[config.mk]
export PLATFORM = sky130hd
export DESIGN_NAME = serial_bus_arbiter_counter
export DESIGN_NICKNAME = d
export VERILOG_FILES = /design/src/design/arb_tick.v /design/src/design/serial_bus_arbiter_counter.v
export VERILOG_INCLUDE_DIRS = /design/src /design/src/design
export SDC_FILE = /design/constraint.sdc
export NUM_CORES = 1
export LEC_CHECK = 0
export ABC_AREA = 1
export BUFFER_PORTS_ARGS = -buffer_cell sky130_fd_sc_hd__buf_4
export CORE_MARGIN = 2
export CORE_UTILIZATION = 30
export DETAILED_ROUTE_END_ITERATION = 10
export HOLD_SLACK_MARGIN = 0.05
export PLACE_DENSITY = 0.57
export SYNTH_ARGS = -nofsm -noshare
export SYNTH_HDL_FRONTEND = slang
export SYNTH_HIERARCHICAL = 1
export SYNTH_SLANG_ARGS = --single-unit
[constraint.sdc]
create_clock -name i_clk -period 1.8 [get_ports i_clk]
set_input_delay 0 -clock i_clk [delete_from_list [all_inputs] [get_ports i_clk]]
set_output_delay 0 -clock i_clk [all_outputs]
set_load 0.05 [all_outputs]
[src/design/arb_regs.vh]
/*
  Register offsets, field positions, reset values and timing counts
  for the serial bus arbiter counter. Assumes a 32-bit APB slave with
  byte addresses; all offsets are word aligned.
*/
// Contract
// RQ1 - Nine-bit up-counter with a separate one-bit overflow indication.
// RQ2 - Mode field: 00 idle/reset, 01 measure, 10 arbitrate, 11 reserved.
// RQ3 - Reset clears mode, clock select, lost, done, running, overflow, msb.
// RQ4 - Lost flag read-only; cleared only by writing zero to mode upper bit.
// RQ5 - Clock select: set uses half prescaler clock, clear uses clk/4.
// RQ6 - Prescaler source is bus clock or oscillator clock, by config bit.
// RQ7 - Done flag set at measurement end; any control write clears it.
// RQ8 - Running flag reads one while counting, zero while stopped.
// RQ9 - Overflow flag set on counter overflow; any control write clears it.
// RQ10 - Writing mode 00 resets counter and holds it idle.
// RQ11 - Counter msb readable in control register; any write clears it.
// RQ12 - Measure, clk/4: start on falling rx, stop on next, then set done.
// RQ13 - Measure, prescaler clock: count while rx low, stop on rising rx.
// RQ14 - Arbitrate: restart on tx rise, sample rx at 0x38/0x08, force tx.
// RQ15 - Low counter byte in separate read-only register; write clears.
// RQ16 - Overflow set when counter wraps from maximum; counter stops.
`ifndef ARB_REGS_VH
`define ARB_REGS_VH
`define ARB_CTL_OFF 12'h000
`define ARB_DAT_OFF 12'h004
`define ARB_IST_OFF 12'h008
`define ARB_IMSK_OFF 12'h00c
`define ARB_CFG_OFF 12'h010
`define ARB_PSC_OFF 12'h014
// Control field positions
`define ARB_F_MSB 0
`define ARB_F_OVF 1
`define ARB_F_RUN 2
`define ARB_F_DONE 3
`define ARB_F_CLK 4
`define ARB_F_LOST 5
`define ARB_F_M0 6
`define ARB_F_M1 7
// Modes
`define ARB_MODE_IDLE 2'b00
`define ARB_MODE_MEAS 2'b01
`define ARB_MODE_ARB 2'b10
// Arbitration sample points
`define ARB_SAMPLE_BUS 9'h038
`define ARB_SAMPLE_PSC 9'h008
// Reset values
`define ARB_CTL_RST 8'h00
`define ARB_PSC_RST 8'h01
// Bus clock divider for counter
`define ARB_BUS_DIV 4
`endif

[src/design/arb_tick.v]
/*
  Tick generator: one-cycle enable every div cycles of i_clk in which i_en is high.
  Assumes div is at least one; a new div takes effect at the next compare, without waiting for a restart.
*/
`timescale 1ns/100ps
module arb_tick #(
  parameter W = 8
) (
  // Clock and reset
  input wire i_clk,
  input wire i_rst,
  // Control
  input wire i_en,
  input wire [W-1:0] i_div,
  // Tick
  output reg o_tick
);
  reg [W-1:0] cnt_q;

  always @(posedge i_clk) begin
    if (i_rst) begin
      cnt_q <= {W{1'b0}};
      o_tick <= 1'b0;
    end else if (!i_en) begin
      // Hold the count, so a gated source divides instead of restarting
      o_tick <= 1'b0;
    end else if (cnt_q + {{(W-1){1'b0}}, 1'b1} >= i_div) begin
      cnt_q <= {W{1'b0}};
      o_tick <= 1'b1;
    end else begin
      cnt_q <= cnt_q + {{(W-1){1'b0}}, 1'b1};
      o_tick <= 1'b0;
    end
  end
endmodule // arb_tick

[src/design/serial_bus_arbiter_counter.v]
/*
  Serial bus arbiter counter: measures bit and break times, arbitrates
  a shared single-wire bus, with an APB register slave and interrupt.
  Assumes rx pin is asynchronous; internal tx line and the oscillator
  tick input are on i_clk.
*/
`timescale 1ns/100ps
`include "arb_regs.vh"
module serial_bus_arbiter_counter (
  // Clock and reset
  input wire i_clk,
  input wire i_rst,
  // APB slave
  input wire i_psel,
  input wire i_penable,
  input wire i_pwrite,
  input wire [11:0] i_paddr,
  input wire [31:0] i_pwdata,
  output reg [31:0] o_prdata,
  output wire o_pready,
  output wire o_pslverr,
  // Serial lines
  input wire i_rx_pin,
  input wire i_internal_transmit_line,
  input wire i_osc_tick,
  output wire o_tx_pin,
  // Interrupt
  output wire o_irq
);
  // Control fields
  reg [1:0] mode_q;
  reg clk_sel_q;
  reg lost_q;
  reg done_q;
  reg run_q;
  reg ovf_q;
  reg [8:0] cnt_q;
  reg [3:0] ist_q;
  reg [3:0] imsk_q;
  reg src_sel_q;
  reg [7:0] psc_div_q;
  // Rx sync and edges
  reg rx_s1_q;
  reg rx_s2_q;
  reg rx_prev_q;
  reg tx_prev_q;
  reg [1:0] div4_q;
  reg half_q;
  reg meas_armed_q;
  reg arb_act_q;
  reg sampled_q;
  wire psc_tick;
  wire psc_src_tick;
  wire cnt_tick;
  wire wr;
  wire rd;
  wire ctl_wr;
  wire rx_fall;
  wire rx_rise;
  wire tx_rise;
  wire tx_fall;
  wire [8:0] sample_pt;
  wire [7:0] ctl_rd;
  wire done_ev;
  wire ovf_ev;
  wire lost_ev;
  wire wrap;

  // Zero-wait APB; writes take effect in the access phase, reads sample in the setup phase
  assign o_pready = 1'b1;
  assign wr = i_psel && i_penable && i_pwrite;
  assign rd = i_psel && i_penable && !i_pwrite;
  assign ctl_wr = wr && (i_paddr == `ARB_CTL_OFF);
  assign o_pslverr = i_psel && i_penable &&
    !(i_paddr == `ARB_CTL_OFF || i_paddr == `ARB_DAT_OFF ||
      i_paddr == `ARB_IST_OFF || i_paddr == `ARB_IMSK_OFF ||
      i_paddr == `ARB_CFG_OFF || i_paddr == `ARB_PSC_OFF);

  // Two flops before any logic reads the pin
  always @(posedge i_clk) begin
    if (i_rst) begin
      rx_s1_q <= 1'b1;
      rx_s2_q <= 1'b1;
      rx_prev_q <= 1'b1;
      tx_prev_q <= 1'b1;
    end else begin
      rx_s1_q <= i_rx_pin;
      rx_s2_q <= rx_s1_q;
      rx_prev_q <= rx_s2_q;
      tx_prev_q <= i_internal_transmit_line;
    end
  end
  assign rx_fall = rx_prev_q && !rx_s2_q;
  assign rx_rise = !rx_prev_q && rx_s2_q;
  assign tx_rise = !tx_prev_q && i_internal_transmit_line;
  assign tx_fall = tx_prev_q && !i_internal_transmit_line;

  // Prescaler source: bus clock or oscillator tick [RQ6]
  assign psc_src_tick = src_sel_q ? i_osc_tick : 1'b1;

  arb_tick #(
    .W(8)
  ) u_psc (
    .i_clk(i_clk),
    .i_rst(i_rst),
    .i_en(psc_src_tick),
    .i_div(psc_div_q),
    .o_tick(psc_tick)
  );

  // Oscillator source gates the prescaler, so a stalled tick stalls it
  always @(posedge i_clk) begin
    if (i_rst) begin
      div4_q <= 2'b00;
      half_q <= 1'b0;
    end else begin
      div4_q <= div4_q + 2'b01;
      if (psc_tick) begin
        half_q <= !half_q;
      end
    end
  end
  // Counter clock select [RQ5]
  assign cnt_tick = clk_sel_q ? (psc_tick && half_q) : (div4_q == 2'b11);

  assign sample_pt = clk_sel_q ? `ARB_SAMPLE_PSC : `ARB_SAMPLE_BUS;
  assign wrap = (cnt_q == 9'h1ff) && cnt_tick && run_q;
  assign ovf_ev = wrap;
  assign done_ev = (mode_q == `ARB_MODE_MEAS) && run_q &&
    ((!clk_sel_q && rx_fall) || (clk_sel_q && rx_rise));
  assign lost_ev = (mode_q == `ARB_MODE_ARB) && arb_act_q && !sampled_q &&
    (cnt_q == sample_pt) && !rx_s2_q;

  // Counter and mode engine
  always @(posedge i_clk) begin
    if (i_rst) begin
      mode_q <= `ARB_MODE_IDLE; // [RQ3]
      clk_sel_q <= 1'b0;
      lost_q <= 1'b0;
      done_q <= 1'b0;
      run_q <= 1'b0;
      ovf_q <= 1'b0;
      cnt_q <= 9'h000;
      meas_armed_q <= 1'b0;
      arb_act_q <= 1'b0;
      sampled_q <= 1'b0;
    end else if (ctl_wr) begin
      mode_q <= {i_pwdata[`ARB_F_M1], i_pwdata[`ARB_F_M0]}; // [RQ2]
      clk_sel_q <= i_pwdata[`ARB_F_CLK];
      // Lost survives any write that keeps mode upper bit set [RQ4]
      if (!i_pwdata[`ARB_F_M1]) begin
        lost_q <= 1'b0;
      end
      done_q <= 1'b0; // [RQ7]
      ovf_q <= 1'b0; // [RQ9]
      cnt_q <= 9'h000; // [RQ11] [RQ15]
      run_q <= 1'b0;
      meas_armed_q <= 1'b1;
      arb_act_q <= 1'b0;
      sampled_q <= 1'b0;
    end else begin
      case (mode_q)
        `ARB_MODE_MEAS: begin
          if (run_q) begin
            if (done_ev) begin
              run_q <= 1'b0; // [RQ12] [RQ13]
              done_q <= 1'b1;
              meas_armed_q <= 1'b0;
            end else if (wrap) begin
              run_q <= 1'b0; // [RQ16]
              ovf_q <= 1'b1;
              meas_armed_q <= 1'b0;
            end else if (cnt_tick) begin
              cnt_q <= cnt_q + 9'h001; // [RQ1]
            end
          end else if (meas_armed_q) begin
            // Level start with prescaler clock catches rx already low
            if ((!clk_sel_q && rx_fall) || (clk_sel_q && !rx_s2_q)) begin
              run_q <= 1'b1; // [RQ8] [RQ12] [RQ13]
            end
          end
        end
        `ARB_MODE_ARB: begin
          if (tx_rise) begin
            cnt_q <= 9'h000; // [RQ14]
            run_q <= 1'b1;
            arb_act_q <= 1'b1;
            sampled_q <= 1'b0;
          end else if (tx_fall && !sampled_q) begin
            // Tx low before bus was sensed: restart on next rise
            cnt_q <= 9'h000;
            run_q <= 1'b0;
            arb_act_q <= 1'b0;
          end else if (run_q) begin
            if (cnt_q == sample_pt && arb_act_q && !sampled_q) begin
              sampled_q <= 1'b1;
              if (!rx_s2_q) begin
                lost_q <= 1'b1; // [RQ14]
              end
            end
            if (wrap) begin
              run_q <= 1'b0; // [RQ16]
              ovf_q <= 1'b1;
            end else if (cnt_tick) begin
              cnt_q <= cnt_q + 9'h001;
            end
          end
        end
        default: begin
          // Idle and reserved hold the counter cleared [RQ10]
          cnt_q <= 9'h000;
          run_q <= 1'b0;
          arb_act_q <= 1'b0;
          sampled_q <= 1'b0;
        end
      endcase
    end
  end

  // Seized transmission while lost is set [RQ14]
  assign o_tx_pin = lost_q ? 1'b1 : i_internal_transmit_line;

  // Sticky interrupt status, write one to clear; set wins
  always @(posedge i_clk) begin
    if (i_rst) begin
      ist_q <= 4'h0;
      imsk_q <= 4'h0;
      src_sel_q <= 1'b0;
      psc_div_q <= `ARB_PSC_RST;
    end else begin
      ist_q <= (ist_q & ~((wr && i_paddr == `ARB_IST_OFF) ?
        i_pwdata[3:0] : 4'h0)) |
        {lost_ev, (mode_q == `ARB_MODE_MEAS) && run_q && cnt_tick &&
         cnt_q == 9'h000, ovf_ev, done_ev};
      if (wr && i_paddr == `ARB_IMSK_OFF) begin
        imsk_q <= i_pwdata[3:0];
      end
      if (wr && i_paddr == `ARB_CFG_OFF) begin
        src_sel_q <= i_pwdata[0];
      end
      if (wr && i_paddr == `ARB_PSC_OFF) begin
        psc_div_q <= i_pwdata[7:0];
      end
    end
  end
  assign o_irq = |(ist_q & imsk_q);

  assign ctl_rd = {mode_q, lost_q, clk_sel_q, done_q, run_q, ovf_q,
    cnt_q[8]};

  // Registered read data
  always @(posedge i_clk) begin
    if (i_rst) begin
      o_prdata <= 32'h0000_0000;
    end else if (i_psel && !i_penable && !i_pwrite) begin
      case (i_paddr)
        `ARB_CTL_OFF: o_prdata <= {24'h000000, ctl_rd}; // [RQ11]
        `ARB_DAT_OFF: o_prdata <= {24'h000000, cnt_q[7:0]}; // [RQ15]
        `ARB_IST_OFF: o_prdata <= {28'h0000000, ist_q};
        `ARB_IMSK_OFF: o_prdata <= {28'h0000000, imsk_q};
        `ARB_CFG_OFF: o_prdata <= {31'h00000000, src_sel_q};
        `ARB_PSC_OFF: o_prdata <= {24'h000000, psc_div_q};
        default: o_prdata <= 32'h0000_0000;
      endcase
    end
  end
endmodule // serial_bus_arbiter_counter

**Word-level counts from Yosys, hierarchy flattened**

Index checks and enable logic that the tools add are counted.

- Flip-flop bits (word level): 84
- Input bits: 52
- Output and inout port bits: 36
- Logic and storage cells: 176

- $add $sub $neg: 3
- Magnitude comparators: 1
- Equal/unequal tests: 24
- Multiplexer cells: 53
- Bitwise operators: 6
- Reductions and logical operators: 66

Operators with widths:

| cell | count |
|---|---|
| $mux W9 | 7 |
| $pmux W8 S6 | 1 |
| $mux W1 | 37 |
| $logic_and A1 B1 Y1 | 31 |
| $eq A12 B4 Y1 const B | 2 |
| $eq A12 B5 Y1 const B | 2 |
| $pmux W9 S2 | 1 |
| $ne A2 B2 Y1 const B | 8 |
| $eq A12 B3 Y1 const B | 1 |
| $logic_not A12 Y1 | 1 |
| $logic_not A1 Y1 | 10 |
| $reduce_bool A2 Y1 | 5 |
| $add A9 B1 Y9 const B | 1 |
| $eq A9 B6 Y1 | 1 |
| $eq A9 B9 Y1 const B | 1 |
| $logic_not A9 Y1 | 1 |
| $reduce_and A3 Y1 | 3 |
| $add A8 B1 Y8 const B | 1 |
| $and A4 B4 Y4 | 2 |
| $ge A8 B8 Y1 | 1 |
| $mux W8 | 1 |
| $pmux W1 S2 | 4 |
| $logic_or A1 B1 Y1 | 7 |
| $reduce_and A7 Y1 | 1 |
| 18 further kinds | 23 |

**Logic depth before layout (Yosys ltp)**

Gate-level depths: netlist of run 1.

- Depth after elaboration: 10
- Mapped depth: 13
- Mapped depth without buffers: 13

**Hierarchy**

The synthesis of run 1 kept the hierarchy.

Modules (own cells, without submodules):

| module | instances | cells an instance | area each (um^2) | seq. area each (um^2) |
|---|---|---|---|---|
| serial_bus_arbiter_counter | 1 | 430 | 2955.3 | 1021.0 |
| arb_tick | 1 | 99 | 700.7 | 180.2 |

**Worst setup path after synthesis of run 1**

No wires, ideal clock.

- Kind: reg2reg
- From: register u_psc.cnt_q[0]
- To: register u_psc.cnt_q[0]
- Library setup time: 0.118 ns
- Data arrival time: 1.706 ns
- Path slack: -0.024 ns
- Cell stages (with the launch flop): 14
- Path buffers: 0
- Period minus slack after synthesis: 1.824 ns
- Path through: dfxtp_1 > ha_1 > nand2_1 > nor2_1 > nand2_1 > nand2_1 > nand2_1 > ha_1 > nand2_1 > nor2_1 > nor2_4 > and2_1 > nand2_1 > a21oi_1

- Word-level cells in the longest chain between the ends: 3

RTL lines:

| element | line | text |
|---|---|---|
| start: declaration | arb_tick.v:18 | `reg [W-1:0] cnt_q;` |
| start signal: assignment | arb_tick.v:22 | `cnt_q <= {W{1'b0}};` |
| start signal: assignment | arb_tick.v:28 | `cnt_q <= {W{1'b0}};` |
| start signal: assignment | arb_tick.v:31 | `cnt_q <= cnt_q + {{(W-1){1'b0}}, 1'b1};` |
| $add A8 B1 Y8 (*) | arb_tick.v:27, arb_tick.v:31 |  |
| $ge A8 B8 Y1 | arb_tick.v:27 | `end else if (cnt_q + {{(W-1){1'b0}}, 1'b1} >= i_div) begin` |
| $mux W8 (*) | arb_tick.v:27 |  |

Every way passes the cells marked *; elsewhere a longest branch is shown, timed or not.
A chain may end at the register's enable or synchronous reset.

**Final worst setup path of run 1**

- From: register u_psc.cnt_q[0]
- To: register u_psc.cnt_q[2]

The elaborated chain is that of the path after synthesis.

==> impl_metrics.env, run 1 <==
export IMPL_status="complete, but fails checks"
export IMPL_violations="setup timing"
export IMPL_core_area_mm2=0.0120
export IMPL_synthTopCellsByCount="108 x nand2_1, 64 x inv_1, 60 x dfxtp_1, 53 x nor2_1, 43 x a21oi_1"
export IMPL_end_kind="register"
export IMPL_hpwl_mm=7.50
export IMPL_stdcell_count=765
export IMPL_cts_tree="yes"
export IMPL_dr_total_vias=3541
export IMPL_synth_area_mm2=0.00366
export IMPL_yosysWarnings=6
export IMPL_cp_startpoint="u_psc/cnt_q[0]"
export IMPL_crit_buf_inv=2
export IMPL_drive_gt1_share_pct=26.1
export IMPL_clkSinkCount=60
export IMPL_rsz0062_at_grt="yes"
export IMPL_drt_pass1_iter_count=4
export IMPL_finalHoldViolations=0
export IMPL_track_usage_pct=15.4
export IMPL_max_freq_ghz=0.537
export IMPL_critical_path_top_delay_family="simple AND/OR/NAND/NOR gates"
export IMPL_wl_met1_mm=4.40
export IMPL_num_rows=40
export IMPL_dr_wl_met2_mm=4.95
export IMPL_slowest_delay_ns=0.38
export IMPL_critPathRequiredTime_ns=2.06
export IMPL_period_needed_ns=1.86
export IMPL_ys_types=45
export IMPL_drc_errors=0
export IMPL_wl_per_cell_um=12.8
export IMPL_fp_dieArea_mm2=0.0131
export IMPL_clkLatencyLatePin_ns=0.33
export IMPL_fp_dieW_um=114
export IMPL_synthFlopType="dfxtp_1"
export IMPL_dp_slack_ns=-0.152
export IMPL_cap_violations=0
export IMPL_place_port_buffers=38
export IMPL_ir_drop_uv=317
export IMPL_die_h_um=114
export IMPL_nFillCells=1214
export IMPL_route_met3_wl_um=361
export IMPL_fin_crit_sh_pct=103
export IMPL_hp_class="input port to register"
export IMPL_gr_total_overflow=0
export IMPL_start_kind="register"
export IMPL_syn_avg_cell_area_um2=6.91
export IMPL_clock_skew_ns=0.00798
export IMPL_antenna_found_initial=0
export IMPL_synthArstFlopShare_pct=0
export IMPL_dpl_cell_count=735
export IMPL_power_density_mw_per_mm2=669
export IMPL_route_top_layer_used="met4"
export IMPL_setup_ws_ns=-0.0606
export IMPL_drt_wl_total_mm=9.81
export IMPL_path_class="register to register"
export IMPL_clk_pin_slew_ns=0.05
export IMPL_grt_first_pass_wirelength_mm=15.7
export IMPL_tns_ns=-0.330
export IMPL_finalSetupViolations=9
export IMPL_yosysTopAreaCellShare_pct=32.9
export IMPL_area_growth_pct=33.0
export IMPL_yosys_area_top_type="dfxtp_1"
export IMPL_via_per_inst=4.63
export IMPL_crit_chain="ha_4 -> nand3_2 -> xor2_2 -> inv_2 -> ha_1 -> a21oi_2 -> nor2_2 -> nor2_4 -> buf_6 -> nand4_1 -> a21oi_1"
export IMPL_cts_buffers=9
export IMPL_detail_route_antenna_nets=0
export IMPL_htreeDepth=3
export IMPL_critical_path_slowest_cell="dfxtp_4"
export IMPL_grt_max_degree=34
export IMPL_regArea_mm2=0.00121
export IMPL_placed_cell_area_mm2=0.00422
export IMPL_synth_most_common_cell="nand2_1"
export IMPL_maxSlewViolCount=0
export IMPL_ys_seq_elements=60
export IMPL_drtIter0Drc=276
export IMPL_multi_input_area_mm2=0.00225
export IMPL_cp_max_fo=4
export IMPL_yosysSeqAreaShare_pct=32.9
export IMPL_synthTopCellsByArea="dfxtp_1 33%, nand2_1 11%, inv_1 6.6%"
export IMPL_cts_root_buffer="clkbuf_16"
export IMPL_initial_core_util_pct=30.6
export IMPL_synth_edf_count=0
export IMPL_final_nets=682
export IMPL_total_leakage_power_uw=0.00205
export IMPL_final_cell_area_mm2=0.00486
export IMPL_ios=88
export IMPL_grt_pass1_vias=3329
export IMPL_rr_startpoint="u_psc/cnt_q[0]"
export IMPL_netlist_instances=529
export IMPL_cts_buffer_depth=2
export IMPL_diodes=0
export IMPL_gp_congestion=0.859
export IMPL_holdCritStartpoint="i_rst"
export IMPL_arrival_ns=2.12
[cell families after synthesis]
family	Yosys count	share of synthesized area (%)
and+or+nand+nor	264	34.7
AOI/OAI and AO/OA	81	12.1
xor gates and xnor gates	4	1.16
DFF	60	32.9
other	2	0.205
buffers and inverters	103	13.8
adders and majority gates	15	5.13
[routing by layer]
layer | global-route usage [%] | vias up
li1 | - | 1847
met1 | 18.8 | 1614
met2 | 26.5 | 71
met3 | 4.39 | 9
met4 | 4.07 | 0
met5 | 0 | -
[registers in the layout, summed over array words and instances, names as in the netlist, 2 cells and up]
register     flops
div4_q           2
mode_q           2
cnt_q            9
o_prdata         8
imsk_q           4
psc_div_q        8
ist_q            4
u_psc/cnt_q      8
[layout make-up]
cell class	count	share of cell area [%]
flip-flops and latches	60	25.0
multi-input cells	390	46.2
well taps	147	3.78
inverters	68	5.25
clock buffers	12	5.48
clock inverters	2	0.206
repair buffers	86	14.1
[path summary, 6_finish.rpt]
| kind | end | cells after the start | slack [ns] |
|---|---|---|---|
| worst max register to register | u_psc/cnt_q[2] | 11 | -0.06 |
| worst min register to register | rx_s2_q | 1 | 0.41 |
| worst max-delay path | u_psc/cnt_q[2] | 11 | -0.06 |
| worst min-delay path | div4_q[0] | 2 | 0.05 |
[per-stage QoR]
stage                     util [%]  power, uW  hold slack, ns
after global placement        35.3       1670           0.191
after global routing          40.7       3390          0.0741
after CTS                     39.3       3300          0.0534
final                         40.7       3250          0.0508
after detailed placement      35.3       1670           0.192
after floorplan                  -       1630           0.104
[repair_timing]
action                                 4_1_cts  5_1_grt
pin swaps                                   10       18
resized for setup                           19       30
setup endpoints to repair                   18       22
cloned                                       0        1
endpoints found under the hold margin       27        0
hold buffers                                13        0
setup buffers                                0        2
[placed cells by master, fill, tap and decap left out, types with 3 or more instances in the layout]
cell | netlist | layout
nand3_2 | 4 | 6
dfxtp_1 | 60 | 53
ha_4 | 0 | 4
xor2_2 | 1 | 3
dlygate4sd3_1 | 0 | 13
o21ai_1 | 2 | 3
nor2_1 | 53 | 48
nand4_1 | 14 | 14
o21ai_0 | 22 | 21
a211oi_1 | 3 | 3
buf_4 | 26 | 71
or2_2 | 5 | 5
conb_1 | 2 | 25
nor3_1 | 10 | 10
clkbuf_8 | 0 | 3
nor3_2 | 4 | 3
nand3_1 | 41 | 36
inv_2 | 3 | 4
nand3_4 | 1 | 4
nand2_1 | 108 | 104
clkbuf_16 | 0 | 9
a21oi_2 | 0 | 5
nor2_4 | 5 | 6
a21oi_1 | 43 | 38
inv_1 | 64 | 63
nand2_2 | 8 | 10
nor2_2 | 3 | 8
dfxtp_2 | 0 | 5
ha_1 | 15 | 10
[power by group]
part	total, uW	leakage (uW)	switching [uW]	internal (uW)
Combinational	324	0.00142	232	92.1
Clock	1580	0.000140	564	1020
Sequential	1350	0.000490	6.80	1340
Total	3250	0.00205	803	2450
No activity file was read; power rests on OpenSTA's default activity.
==> run 2: changes to the inputs <==
PLACE_DENSITY = 0.56   (was 0.57)
SYNTH_HIERARCHICAL = default   (was 1)
==> run 2 against run 1 <==
The flow still finishes with violations (setup timing). Via count up 3.0%. Synthesized cell count increased by 2.3%. Routed wire length increased by 0.85%. Cell area rose by 1.8%. Clock skew down 0.0015 ns. Utilization increased by 0.38 points. Sequential share of layout area shrank 0.49 points. Largest power group unchanged. Highest routed layer unchanged.
==> impl_metrics.env, run 2 <==
export IMPL_final_util_pct=41.0
export IMPL_total_leakage_power_uw=0.00213
export IMPL_largest_reg_flops=9
export IMPL_clk_pin_slew_ns=0.06
export IMPL_yosysWarnings=0
export IMPL_finalSetupViolations=9
export IMPL_place_port_buffers=38
export IMPL_num_rows=40
export IMPL_cp_startpoint="u_psc.cnt_q[0]"
export IMPL_cap_violations=0
export IMPL_muxShareOfSynthArea_pct=0
export IMPL_period_needed_ns=2.02
export IMPL_drt_pass1_iter_count=4
export IMPL_grt_pass1_vias=3459
export IMPL_final_common_cell="nand2_1"
export IMPL_drive_gt1_share_pct=25.7
export IMPL_clkLatencyLatePin_ns=0.33
export IMPL_critPathRequiredTime_ns=2.01
export IMPL_clkSinkCount=60
export IMPL_arrival_ns=2.23
export IMPL_rrSetupSlack_ns=-0.22
export IMPL_r2r_end="u_psc.cnt_q[7]"
export IMPL_fp_dieArea_mm2=0.0133
export IMPL_ir_drop_uv=456
export IMPL_cts_tree="yes"
export IMPL_cts_root_buffer="clkbuf_16"
export IMPL_synth_xor_area_share_pct=0.705
export IMPL_gp_congestion=0.823
export IMPL_core_area_mm2=0.0121
export IMPL_hp_class="input port to register"
export IMPL_synth_top_family_by_area="simple AND/OR/NAND/NOR gates"
export IMPL_violations="setup timing"
export IMPL_track_usage_pct=15.3
export IMPL_regMostFlops="cnt_q"
export IMPL_synth_edf_count=0
export IMPL_rr_worst_depth=14
export IMPL_final_nets=700
export IMPL_area_growth_pct=32.8
export IMPL_crit_path_end="u_psc.cnt_q[7]"
export IMPL_maxSlewViolCount=0
export IMPL_finalHoldViolations=0
export IMPL_crit_chain="ha_4 -> nand2_4 -> inv_2 -> nand2_2 -> xor2_2 -> inv_1 -> ha_1 -> nand2_1 -> nor2_2 -> nand4_1 -> nand3_2 -> nor2_1 -> nor2_1 -> nor2_1"
export IMPL_rsz0062_at_grt="yes"
export IMPL_rr_startpoint="u_psc.cnt_q[0]"
export IMPL_via_per_inst=4.53
export IMPL_most_common_layout_cells="95 x nand2_1, 78 x buf_4, 72 x inv_1"
export IMPL_path_common_cell="nor2_1"
export IMPL_synth_area_mm2=0.00373
export IMPL_syn_avg_cell_area_um2=6.89
export IMPL_status="complete, but fails checks"
export IMPL_start_kind="register"
export IMPL_dr_wl_met2_mm=4.55
export IMPL_cp_max_fo=5
export IMPL_ios=88
export IMPL_gr_total_overflow=0
export IMPL_synthArstFlopShare_pct=0
export IMPL_drtIter0Drc=150
export IMPL_grt_max_degree=25
export IMPL_critical_path_slowest_cell="dfxtp_4"
export IMPL_wl_met1_mm=4.66
export IMPL_drt_wl_total_mm=9.89
export IMPL_ys_types=42
export IMPL_route_top_layer_used="met4"
export IMPL_yosys_area_top_type="dfxtp_1"
export IMPL_htreeDepth=3
export IMPL_grt_first_pass_wirelength_mm=16.2
export IMPL_ys_seq_elements=60
export IMPL_diodes=0
export IMPL_end_kind="register"
export IMPL_antenna_found_initial=0
export IMPL_yosysSeqAreaShare_pct=32.2
export IMPL_dr_total_vias=3649
export IMPL_synthTopCellsByCount="99 x nand2_1, 74 x inv_1, 65 x nor2_1, 60 x dfxtp_1, 47 x a21oi_1"
export IMPL_path_class="register to register"
export IMPL_synthAdderAreaFrac_pct=5.04
export IMPL_initial_core_util_pct=30.9
export IMPL_clock_skew_ns=0.00651
export IMPL_netlist_instances=541
export IMPL_synth_most_common_cell="nand2_1"
export IMPL_route_met3_wl_um=542
export IMPL_synthSimpleGateAreaFrac_pct=32.2
export IMPL_drc_errors=0
export IMPL_synth_compound_area_share_pct=14.4
export IMPL_wl_per_cell_um=12.3
export IMPL_yosysTopAreaCellShare_pct=32.2
export IMPL_slowest_delay_ns=0.37
export IMPL_detail_route_antenna_nets=0
export IMPL_fin_crit_sh_pct=112
export IMPL_stdcell_count=806
export IMPL_die_h_um=115
export IMPL_setup_ws_ns=-0.223
export IMPL_dpl_cell_count=767
export IMPL_cts_buffers=9
export IMPL_nFillCells=1195
export IMPL_max_freq_ghz=0.494
export IMPL_power_density_mw_per_mm2=715
export IMPL_synthTopCellsByArea="dfxtp_1 32%, nand2_1 10%, inv_1 7.5%"
export IMPL_hpwl_mm=7.57
export IMPL_synthFlopType="dfxtp_1"
export IMPL_cts_buffer_depth=2
export IMPL_fp_dieW_um=115
[run 2: power by group]
group	total [uW]	switching (uW)	internal, uW
registers	1340	6.42	1340
logic	333	237	95.3
clock network	1860	615	1250
[run 2: how the worst min path moves through the flow]
stage / end / slack (ns) / from / depth (start not counted)
after floorplan: o_prdata[4] / 0.07 / i_rst / 1
after global placement: rx_s1_q / 0.18 / i_rx_pin / 2
after detailed placement: rx_s1_q / 0.19 / i_rx_pin / 2
after CTS: src_sel_q / 0.05 / i_paddr[3] / 4
after global routing: src_sel_q / 0.10 / i_paddr[2] / 4
final: src_sel_q / 0.06 / i_paddr[2] / 4
[run 2: critical path, delay by kind of cell, from the launching register on]
kind | cells | cell delay, ns
AND/OR/NAND/NOR | 9 | 0.84
adder cells (fa/ha/maj) | 2 | 0.41
flip-flops | 1 | 0.37
XOR/XNOR | 1 | 0.16
buffers and inverters | 2 | 0.12
[run 2: area by class of cell]
class,count,area (um^2),area share (%)
multi-input combinational,386,2140,43.3
sequential,60,1210,24.5
timing repair buffer,92,737,14.9
inverter,84,320,6.47
clock buffer,10,239,4.83
tap,168,210,4.25
clock inverter,6,87.6,1.77
[run 2: what timing repair did]
action,4_1_cts,5_1_grt
setup endpoints to repair,15,20
endpoints found under the hold margin,32,0
pin swaps,19,7
setup buffers,7,4
gates cloned,0,0
hold buffers,12,0
resized for setup,12,13
[run 2: through the flow]
step                      worst slack (ns)  TNS (ns)  hold WS, ns  area, um^2  power, uW
after floorplan                     -0.114    -0.501       0.0691        3840       1630
after global placement              -0.256     -1.72        0.185        4320       1680
after detailed placement            -0.327     -2.27        0.189        4320       1690
after CTS                           -0.229     -1.65       0.0544        4860       3570
after global routing                -0.359     -2.86        0.101        4950       3670
final                               -0.223     -1.68       0.0621        4950       3540
[run 2: logic make-up after synthesis]
logic type               count (synthesis)
AO/OA/AOI/OAI                           93
XOR/XNOR                                 3
adder cells (fa/ha/maj)                 15
buffers and inverters                  118
flip-flops                              60
other                                    2
AND/OR/NAND/NOR                        250
[run 2: metal layers]
layer  GRT usage [%]  vias to the layer above
li1                -                     1879
met1            19.8                     1667
met2            25.7                       94
met3            3.09                        9
met4            4.90                        0
met5               0                        -
==> run 3: changes to the inputs <==
CORE_UTILIZATION = 45   (was 30)
PLACE_DENSITY = 0.76   (was 0.56)
==> run 3 against run 2 <==
The run still ends with setup timing left. Worst hold slack better by 0.037 ns. Via count is 2.8% higher. Setup slack worse by 0.086 ns. Power is 22% lower. Flip-flop and latch count stayed put. Clock power is 41% lower. Critical path depth stayed put. Maximum frequency is 4.1% lower. Utilization is 17 points higher. Combinational power is 2% higher. First-iteration DRC count is 38% higher. Critical endpoint unchanged. Highest routed layer unchanged.
==> impl_metrics.env, run 3 (synthesized netlist as in run 2, its figures left out) <==
export IMPL_arrival_ns=2.33
export IMPL_drtIter0Drc=207
export IMPL_holdCritStartpoint="i_osc_tick"
export IMPL_htreeDepth=3
export IMPL_gr_total_overflow=0
export IMPL_grt_max_degree=25
export IMPL_total_leakage_power_uw=0.00204
export IMPL_end_kind="register"
export IMPL_max_freq_ghz=0.474
export IMPL_grt_pass1_vias=3510
export IMPL_violations="setup timing"
export IMPL_power_density_mw_per_mm2=584
export IMPL_crit_chain="ha_4 -> nand2_4 -> inv_4 -> nand2_4 -> xor2_2 -> inv_1 -> ha_4 -> nand2_4 -> nor2_4 -> nand4_1 -> nand3_4 -> nor2_1 -> nor2_1 -> nor2_1"
export IMPL_wl_per_cell_um=13.3
export IMPL_area_growth_pct=27.1
export IMPL_final_nets=691
export IMPL_core_area_mm2=0.00813
export IMPL_start_kind="register"
export IMPL_largest_reg_flops=9
export IMPL_drt_pass1_iter_count=5
export IMPL_rr_worst_depth=14
export IMPL_setup_ws_ns=-0.309
export IMPL_r2r_end="u_psc.cnt_q[7]"
export IMPL_most_common_layout_cells="93 x nand2_1, 70 x inv_1, 66 x buf_4"
export IMPL_num_rows=33
export IMPL_min_path_cells=5
export IMPL_fp_dieArea_mm2=0.00902
export IMPL_critPathRequiredTime_ns=2.02
export IMPL_fin_crit_sh_pct=117
export IMPL_clkSinkCount=60
export IMPL_clkLatencyLatePin_ns=0.35
export IMPL_rsz0062_at_grt="yes"
export IMPL_maxSlewViolCount=0
export IMPL_cts_root_buffer="clkbuf_8"
export IMPL_track_usage_pct=22.1
export IMPL_ir_drop_uv=518
export IMPL_clk_pin_slew_ns=0.08
export IMPL_cp_max_fo=5
export IMPL_detail_route_antenna_nets=0
export IMPL_gp_congestion=0.864
export IMPL_cap_violations=0
export IMPL_power_uw=2770
export IMPL_drt_wl_total_mm=9.73
export IMPL_drc_errors=0
export IMPL_initial_core_util_pct=45.8
export IMPL_min_to="u_psc.cnt_q[1]"
export IMPL_antenna_found_initial=0
export IMPL_die_h_um=95.0
export IMPL_fp_dieW_um=95.0
export IMPL_via_per_inst=5.11
export IMPL_final_common_cell="nand2_1"
export IMPL_ios=88
export IMPL_diodes=0
export IMPL_hpwl_mm=7.00
export IMPL_hp_class="input port to register"
export IMPL_regMostFlops="cnt_q"
export IMPL_cts_buffers=9
export IMPL_finalHoldViolations=0
export IMPL_status="complete, but fails checks"
export IMPL_drive_gt1_share_pct=25.9
export IMPL_dr_total_vias=3751
export IMPL_grt_first_pass_wirelength_mm=15.7
export IMPL_final_util_pct=58.2
export IMPL_clock_skew_ns=0.0163
export IMPL_place_port_buffers=38
export IMPL_slowest_delay_ns=0.37
export IMPL_period_needed_ns=2.11
export IMPL_rr_startpoint="u_psc.cnt_q[0]"
export IMPL_cts_tree="yes"
export IMPL_rrSetupSlack_ns=-0.31
export IMPL_critical_path_slowest_cell="dfxtp_4"
export IMPL_finalSetupViolations=9
export IMPL_cts_buffer_depth=2
export IMPL_path_class="register to register"
==> run 3: cell count changes in the layout (fill, tap and decap cells not counted), sizes merged <==
cell / delta
buf: -13
clkbuf: +4
dlygate4sd3: +4
clkinvlp: -3
bufinv: -2
inv: +1
==> run 3: power breakdown <==
part / leakage (uW) / internal (uW) / switching, uW
registers: 0.000491 / 1340 / 6.42
logic: 0.00146 / 97.6 / 241
clock network: 0.0000905 / 572 / 514
==> run 3: routing by layer <==
layer | vias up | global-route usage [%] | wire length, um
li1 | 1870 | - | -
met1 | 1717 | 28.2 | 4160
met2 | 147 | 37.2 | 4730
met3 | 17 | 4.07 | 643
met4 | 0 | 8.33 | 191
met5 | - | 0 | 0
==> run 3: worst max path at each step <==
| stage | startpoint | end | slack (ns) | cells past startpoint |
|---|---|---|---|---|
| floorplan | u_psc.cnt_q[0] | u_psc.cnt_q[7] | -0.11 | 14 |
| global placement | u_psc.cnt_q[2] | u_psc.cnt_q[0] | -0.14 | 12 |
| detailed placement | u_psc.cnt_q[2] | u_psc.cnt_q[0] | -0.19 | 12 |
| CTS | u_psc.cnt_q[1] | u_psc.cnt_q[7] | -0.18 | 14 |
| global route | u_psc.cnt_q[0] | u_psc.cnt_q[5] | -0.40 | 14 |
| finish | u_psc.cnt_q[0] | u_psc.cnt_q[7] | -0.31 | 14 |
==> run 3: critical path: cells and delay by family, from the launching register on <==
family                   cells  cell delay [ns]
flip-flops                   1             0.37
buffers and inverters        2             0.14
XOR/XNOR                     1             0.17
AND/OR/NAND/NOR              9             0.84
adder cells (fa/ha/maj)      2             0.45
==> run 3: final cells by class <==
type	count	area (um^2)
flip-flops and latches	60	1220
fillers	723	3400
clock inverters	2	10.0
inverters	84	323
repair buffers	83	667
well taps	105	131
multi-input cells	386	2230
clock buffers	14	163
==> run 3: what timing repair did <==
item / CTS / global route
gates resized for setup: 17 / 31
setup buffers: 3 / 2
hold buffers: 16 / 0
pin swaps: 23 / 19
cloned: 0 / 0
hold endpoints to repair: 40 / 0
setup endpoints to repair: 15 / 21
==> run 3: stage by stage <==
stage | setup WS, ns | hold slack [ns] | cells | setup TNS, ns | area, um^2
5_1_grt | -0.397 | 0.128 | 734 | -3.30 | 4740
6_report | -0.309 | 0.0995 | 734 | -2.44 | 4740
2_1_floorplan | -0.114 | 0.0691 | 564 | -0.501 | 3840
4_1_cts | -0.176 | 0.0922 | 732 | -1.15 | 4600
3_3_place_gp | -0.141 | 0.188 | 697 | -0.977 | 4190
3_5_place_dp | -0.187 | 0.201 | 697 | -1.61 | 4190
